`src/pkg/lcdl_cfg.svh`:
```
// Constants of the LCD latch and drive sequencer
`ifndef LCDL_CFG_SVH
`define LCDL_CFG_SVH
`define LCDL_FRAME_DIV 2400
`define LCDL_NUM_SEG 32
`define LCDL_NUM_BANK 3
`define LCDL_NUM_BP 3
`define LCDL_LV_GND 2'h0
`define LCDL_LV_LOW 2'h1
`define LCDL_LV_HIGH 2'h2
`define LCDL_LV_FULL 2'h3
`endif

```
`src/pkg/lcdl_pkg.sv`:
```
// Types of the LCD latch and drive sequencer
package lcdl_pkg;
    typedef enum logic [1:0] {
        LCDL_MODE_TEST = 2'b00,
        LCDL_MODE_STATIC = 2'b01,
        LCDL_MODE_DUPLEX = 2'b10,
        LCDL_MODE_TRIPLEX = 2'b11
    } lcdl_mode_t;
    typedef logic [1:0] lcdl_level_t;
endpackage

```
`src/logic/lcdl_frame_timer.sv`:
```
// Frame timer: divides oscillator ticks into frame halves
`timescale 1ns/1ps
`include "lcdl_cfg.svh"
module lcdl_frame_timer
    import lcdl_pkg::*;
#(
    parameter int FRAME_DIV = `LCDL_FRAME_DIV,
    parameter int PW = $clog2(FRAME_DIV / 2)
) (
    input wire logic clk,
    input wire logic srst,
    input wire logic enable,
    input wire logic osc_tick,
    output logic [PW-1:0] pos_q,
    output logic pol_q,
    output logic frame_clk_q
);
    localparam logic [PW-1:0] HALF_LAST = PW'(FRAME_DIV / 2 - 1);

    // Slots of 1, 2 and 3 backplanes must split each half evenly
    if (FRAME_DIV % 12 != 0 || FRAME_DIV < 12) begin : g_chk
        $error("FRAME_DIV must be a positive multiple of 12");
    end

    always_ff @(posedge clk) begin
        if (srst || !enable) begin
            pos_q <= '0;
            pol_q <= 1'b0;
        end else if (osc_tick) begin
            if (pos_q == HALF_LAST) begin
                pos_q <= '0;
                pol_q <= ~pol_q;
            end else begin
                pos_q <= pos_q + PW'(1);
            end
        end
    end

    // Internal frame clock: one pulse per frame half
    always_ff @(posedge clk) begin
        if (srst || !enable) begin
            frame_clk_q <= 1'b0;
        end else begin
            frame_clk_q <= osc_tick && (pos_q == HALF_LAST); // RULE5
        end
    end
endmodule

```
`src/logic/lcdl_latch_drive.sv`:
```
// Display latch, backplane sequencer and segment level selection
// How it works
// (RULE1) Hold 96 display bits for the drive
// (RULE2) One bit per segment, one means on
// (RULE3) Latch frozen while shift window enabled
// (RULE4) Copy only on the internal frame clock
// (RULE5) Frame rate is oscillator divided by 2400
// (RULE6) Segment n uses banks per active mode
// (RULE7) 32 segment waveforms from phase and data
// (RULE8) Three backplane waveforms follow drive mode
// (RULE9) Duplex: third backplane at half bias
// (RULE10) Static: second, third backplanes at ground
// (RULE11) Mode pins: test, static, duplex, triplex
// (RULE12) Host holds shift enable high while shifting
// (RULE13) After reset outputs ground until serial clock
// (RULE14) Outputs are level select codes for switches
// (RULE15) Equal slots per backplane, polarity alternates
`timescale 1ns/1ps
`include "lcdl_cfg.svh"
module lcdl_latch_drive
    import lcdl_pkg::*;
#(
    parameter int FRAME_DIV = `LCDL_FRAME_DIV,
    parameter int NUM_SEG = `LCDL_NUM_SEG
) (
    input wire logic clk,
    input wire logic srst,
    input wire logic osc_tick,
    input wire logic serial_clock,
    input wire logic shift_window_enable,
    input wire logic drive_mode_sel_low,
    input wire logic drive_mode_sel_high,
    input wire logic [NUM_SEG*`LCDL_NUM_BANK-1:0] shift_reg_data,
    output logic [2*NUM_SEG-1:0] segment_drive_outputs,
    output logic [1:0] backplane_out_first,
    output logic [1:0] backplane_out_second,
    output logic [1:0] backplane_out_third
);
    localparam int PW = $clog2(FRAME_DIV / 2);
    localparam int DW = NUM_SEG * `LCDL_NUM_BANK;
    localparam logic [PW-1:0] DUP_SPLIT = PW'(FRAME_DIV / 4);
    localparam logic [PW-1:0] TRI_SPLIT1 = PW'(FRAME_DIV / 6);
    localparam logic [PW-1:0] TRI_SPLIT2 = PW'(FRAME_DIV / 3);

    if (NUM_SEG < 1) begin : g_chk
        $error("NUM_SEG must be at least one");
    end

    logic sclk_q;
    logic active_q;
    logic [DW-1:0] latch_q;
    logic [PW-1:0] pos;
    logic pol;
    logic frame_clk;
    lcdl_mode_t mode;
    logic [1:0] slot;
    lcdl_level_t bp_d [`LCDL_NUM_BP];
    logic [2*NUM_SEG-1:0] seg_d;
    logic drive_on;

    assign mode = lcdl_mode_t'({drive_mode_sel_high, drive_mode_sel_low}); // RULE11
    assign drive_on = active_q && (mode != LCDL_MODE_TEST);

    lcdl_frame_timer #(
        .FRAME_DIV(FRAME_DIV),
        .PW(PW)
    ) u_timer (
        .clk(clk),
        .srst(srst),
        .enable(active_q),
        .osc_tick(osc_tick),
        .pos_q(pos),
        .pol_q(pol),
        .frame_clk_q(frame_clk)
    );

    // Powered down until the first rising serial clock edge; the sample runs
    // through reset so a line already high at release is not taken as an edge
    always_ff @(posedge clk) begin
        sclk_q <= serial_clock;
    end

    always_ff @(posedge clk) begin
        if (srst) begin
            active_q <= 1'b0;
        end else if (serial_clock && !sclk_q) begin
            active_q <= 1'b1; // RULE13
        end
    end

    // Display latch
    always_ff @(posedge clk) begin
        if (srst) begin
            latch_q <= '0;
        end else if (active_q && frame_clk && !shift_window_enable) begin // RULE3 RULE4
            latch_q <= shift_reg_data; // RULE1
        end
    end

    // Backplane time slot within the current frame half
    always_comb begin
        slot = 2'd0;
        unique case (mode)
            LCDL_MODE_DUPLEX: begin
                slot = (pos >= DUP_SPLIT) ? 2'd1 : 2'd0; // RULE15
            end
            LCDL_MODE_TRIPLEX: begin
                if (pos >= TRI_SPLIT2) begin
                    slot = 2'd2;
                end else if (pos >= TRI_SPLIT1) begin
                    slot = 2'd1;
                end else begin
                    slot = 2'd0;
                end
            end
            LCDL_MODE_STATIC, LCDL_MODE_TEST: begin
                slot = 2'd0;
            end
        endcase
    end

    // Backplane levels: selected plate swings rail to rail
    for (genvar b = 0; b < `LCDL_NUM_BP; b++) begin : g_bp
        always_comb begin
            bp_d[b] = `LCDL_LV_GND;
            unique case (mode)
                LCDL_MODE_STATIC: begin
                    if (b == 0) begin
                        bp_d[b] = pol ? `LCDL_LV_FULL : `LCDL_LV_GND; // RULE8
                    end else begin
                        bp_d[b] = `LCDL_LV_GND; // RULE10
                    end
                end
                LCDL_MODE_DUPLEX: begin
                    if (b == 2) begin
                        bp_d[b] = `LCDL_LV_LOW; // RULE9
                    end else if (slot == 2'(b)) begin
                        bp_d[b] = pol ? `LCDL_LV_FULL : `LCDL_LV_GND; // RULE8
                    end else begin
                        bp_d[b] = `LCDL_LV_LOW;
                    end
                end
                LCDL_MODE_TRIPLEX: begin
                    if (slot == 2'(b)) begin
                        bp_d[b] = pol ? `LCDL_LV_FULL : `LCDL_LV_GND; // RULE8
                    end else begin
                        bp_d[b] = pol ? `LCDL_LV_LOW : `LCDL_LV_HIGH; // RULE15
                    end
                end
                LCDL_MODE_TEST: begin
                    bp_d[b] = `LCDL_LV_GND;
                end
            endcase
        end
    end

    // Segment levels from the slot's bank bit and the phase
    for (genvar n = 0; n < NUM_SEG; n++) begin : g_seg
        logic bit_on;
        always_comb begin
            bit_on = 1'b0;
            unique case (slot)
                2'd1: bit_on = latch_q[NUM_SEG + n]; // RULE6
                2'd2: bit_on = latch_q[2*NUM_SEG + n];
                2'd0, 2'd3: bit_on = latch_q[n];
            endcase
        end
        always_comb begin
            if (bit_on) begin
                seg_d[2*n +: 2] = pol ? `LCDL_LV_GND : `LCDL_LV_FULL; // RULE2 RULE7
            end else if (mode == LCDL_MODE_TRIPLEX) begin
                seg_d[2*n +: 2] = pol ? `LCDL_LV_HIGH : `LCDL_LV_LOW; // RULE7
            end else begin
                seg_d[2*n +: 2] = pol ? `LCDL_LV_FULL : `LCDL_LV_GND; // RULE7
            end
        end
    end

    // Registered level select codes toward the analog switches
    always_ff @(posedge clk) begin
        if (srst || !drive_on) begin
            segment_drive_outputs <= '0; // RULE13
            backplane_out_first <= `LCDL_LV_GND;
            backplane_out_second <= `LCDL_LV_GND;
            backplane_out_third <= `LCDL_LV_GND;
        end else begin
            segment_drive_outputs <= seg_d; // RULE14
            backplane_out_first <= bp_d[0];
            backplane_out_second <= bp_d[1];
            backplane_out_third <= bp_d[2];
        end
    end
endmodule

```
`config.mk`:
```
export PLATFORM = sky130hd
export DESIGN_NAME = lcdl_latch_drive
export DESIGN_NICKNAME = d
export VERILOG_FILES = /design/src/pkg/lcdl_pkg.sv /design/src/logic/lcdl_frame_timer.sv /design/src/logic/lcdl_latch_drive.sv
export VERILOG_INCLUDE_DIRS = /design/src /design/src/pkg
export SDC_FILE = /design/constraint.sdc
export NUM_CORES = 1
export LEC_CHECK = 0
export BUFFER_PORTS_ARGS = -buffer_cell sky130_fd_sc_hd__buf_2
export CAP_MARGIN = 20
export CORE_UTILIZATION = 30
export CTS_CLUSTER_DIAMETER = 100
export CTS_CLUSTER_SIZE = 10
export DETAILED_ROUTE_END_ITERATION = 6
export HOLD_SLACK_MARGIN = 0.05
export REMOVE_ABC_BUFFERS = 1
export SKIP_CTS_REPAIR_TIMING = 1
export SYNTH_ARGS = -nofsm -noshare
export SYNTH_HDL_FRONTEND = slang
export SYNTH_SLANG_ARGS = --single-unit
```
`constraint.sdc`:
```
create_clock -name clk -period 3.1 [get_ports clk]
set_input_delay 0.62 -clock clk [delete_from_list [all_inputs] [get_ports clk]]
set_output_delay 0.62 -clock clk [all_outputs]
set_load 0.03 [all_outputs]
```
==> metrics.txt <==
Crit Path Max Fanout 33; Starting Density a little under a third; Startpoint Class register; mux cell area share after synthesis around a tenth; worst path required time 3.45 ns; Hold Violations, Final 0; Rel. slew slack between 40% and 50%; Core Rows 55; Vias around 6,000; total CTS buffers 17; first-pass GRT wire length slightly above 30,000 um; Layout area overhead 25.6%; dpl hpwl about 13,000 um; Num Clock Sinks 181; Synth Area in Compound Gates between 10% and 20%; count of cell types in the netlist 33; RSZ-0062 raised after global routing no; gr ovfl total 0; combinational share of power ~3.2%; worst min path class input pin to register; Final Skew around 0.013 ns; post-route clock period utilization between 80 and 90%; Syn. warnings 0; initial detailed-routing violation count roughly 330; CORE AREA 22,900 sq um; Seq pwr share between 40% and 50%; Synth Area in Simple Gates around a fifth; mapped cell area around 7000 sq um; clock transition at the registers of the reported paths around 0.070 ns; R2R depth 8; CP Capture Type register; CTS root buf clkbuf_16; initial antenna violation count 1; ANT nets after route 0; register area share after synthesis 51.0%; adder-cell share of the synthesized area 1.94%; Worst Max-Slew Pin Slew ~0.77 ns; top cell type by total area after synthesis dfxtp_1; Worst VDD drop approximately 0.29 mV; Routed wire per std cell roughly 15 um; placer congestion estimate slightly below 0.8; DRT Pass-1 Iters 7; clock power share 47.5%; commonest non-fill, non-tap cell in the layout nand2_1; # IOs 173; flops & latches, synth between 150 and 200; worst hold slack roughly 0.33 ns; vias in the first global route between 5,000 and 6,000; most frequent cells in the layout nand2_1, dfxtp_1, buf_2; Layout Nets roughly 1,100; Die Ht about 160 um; Setup-failing EPs final 0; Overall Global Routing Usage between 15 and 20%; setup total negative slack 0 ns; Die Width around 160 um; worst path arrival time about 3.1 ns; Slew Viols, Final 0; # fillers 2,396; layout cells sized above 1 ~23%; Internal Power approximately 3.7 mW; top cells by area, synth dfxtp_1, nand2_1, mux2i_1; outcome finished clean; Crit Path Class register to register; Yosys top cell area share between 50% and 60%; DRC Markers 0; max_cap viols 0; count of buffers from port buffering around 170; Worst-Skew Late Latency ~0.43 ns; WHS Path Cells 1; Routed WL ~20,000 um; largest family of logic cells by synthesized area simple AND/OR/NAND/NOR gates; syn avg cell area ~8.6 sq um; P_sw 1.03 mW; DR vias/cell 4.64; die area 24,300 sq um; Static Leak ~3.4 nW; pin count of the biggest net entering global routing 60; fmax between 300 and 400 MHz; maximum clock path buffer count 2; CTS tree yes; H-tree depth 4; sw frac roughly 22%; Mapped Cells 825; xor and xnor area share after synthesis less than 1%; final worst path period need between 2 and 3 ns; Pwr Density 532 nW/um^2
-- critical path, stage by stage (launching register included) --
cell and delay (ns):
dfxtp_1 0.36, or3_1 0.38, a31oi_1 0.31, a32o_1 0.29
ha_4 0.41, inv_1 0.10, buf_4 0.23, a31oi_1 0.35
mux2i_1 0.25
-- cells by family (layout without fill, tap and decap cells) --
kind of cell	after synthesis	after routing
simple gates	339	339
flops	181	181
compound gates	155	155
mux	67	67
buf+inv	67	227
fa+ha+maj	11	11
xor+xnor	5	5
other cells	0	1
-- registers in the layout, indices dropped and copies added (netlist names), 2 cells and up --
signal / count
backplane_out_second: 2
backplane_out_third: 2
u_timer.pos_q: 11
segment_drive_outputs: 64
latch_q: 96
backplane_out_first: 2
-- Yosys cell counts (all sizes together) --
library cell and count:
nand2 232, dfxtp 181, a21oi 109, mux2i 66, clkbuf 45, nand2b 35, a31oi 33, nor2b 33
buf 15, nor2 12, ha 11, inv 7, o21ai 7, or3 6, nand4 5, o31ai 4
xor2 4, nand3 3, or4 3, nand3b 2, nor3 2, or2 2, a32o 1, a32oi 1
and2 1, and3b 1, mux2 1, nand4b 1, nor4 1, xnor2 1
-- metal layers --
metal | up-vias | track usage (%) | part of all wire [%]
met5 | - | 0 | 0
met4 | 0 | 4.62 | 0.82
met3 | 11 | 3.72 | 4.5
met2 | 132 | 26.6 | 47
met1 | 2851 | 21.3 | 48
li1 | 3038 | - | -
-- cell type report --
cell class	count	area (sq um)	share of cell area, %
tap	313	392	4.39
clock buffer	21	460	5.16
antenna	1	2.50	0.0280
inverter	7	26.3	0.294
clock inverter	10	148	1.65
timing repair buffer	189	1030	11.5
sequential	181	3620	40.6
multi-input combinational	577	3250	36.4
-- power by group through the flow --
stage | clock network (mW) | registers, mW | logic, mW
4_1_cts | 2.31 | 2.34 | 0.157
2_1_floorplan | 0 | 2.40 | 0.0239
6_report | 2.26 | 2.34 | 0.154
5_1_grt | 2.40 | 2.34 | 0.167
3_3_place_gp | 0 | 2.39 | 0.156
3_5_place_dp | 0 | 2.39 | 0.156
-- path summary, 6_finish.rpt --
kind | start | end | slack, ns
min reg2reg | latch_q[13] | latch_q[13] | 0.46
min | serial_clock | sclk_q | 0.33
max reg2reg | u_timer.pos_q[5] | segment_drive_outputs[15] | 0.32
max | u_timer.pos_q[5] | segment_drive_outputs[15] | 0.32
-- through the flow --
| stage | instances | cell area [sq um] | util, % | total power, mW | worst slack (ns) |
|---|---|---|---|---|---|
| after floorplan | 765 | 6860 | - | 2.43 | 0.273 |
| after global placement | 1267 | 8310 | 36.3 | 2.55 | 0.0828 |
| after detailed placement | 1267 | 8310 | 36.3 | 2.55 | 0.0955 |
| after CTS | 1298 | 8920 | 38.9 | 4.80 | 0.0723 |
| after global routing | 1298 | 8930 | 39.0 | 4.91 | 0.0992 |
| final | 1299 | 8930 | 39.0 | 4.75 | 0.323 |
Power figures use the tool's default switching activity.
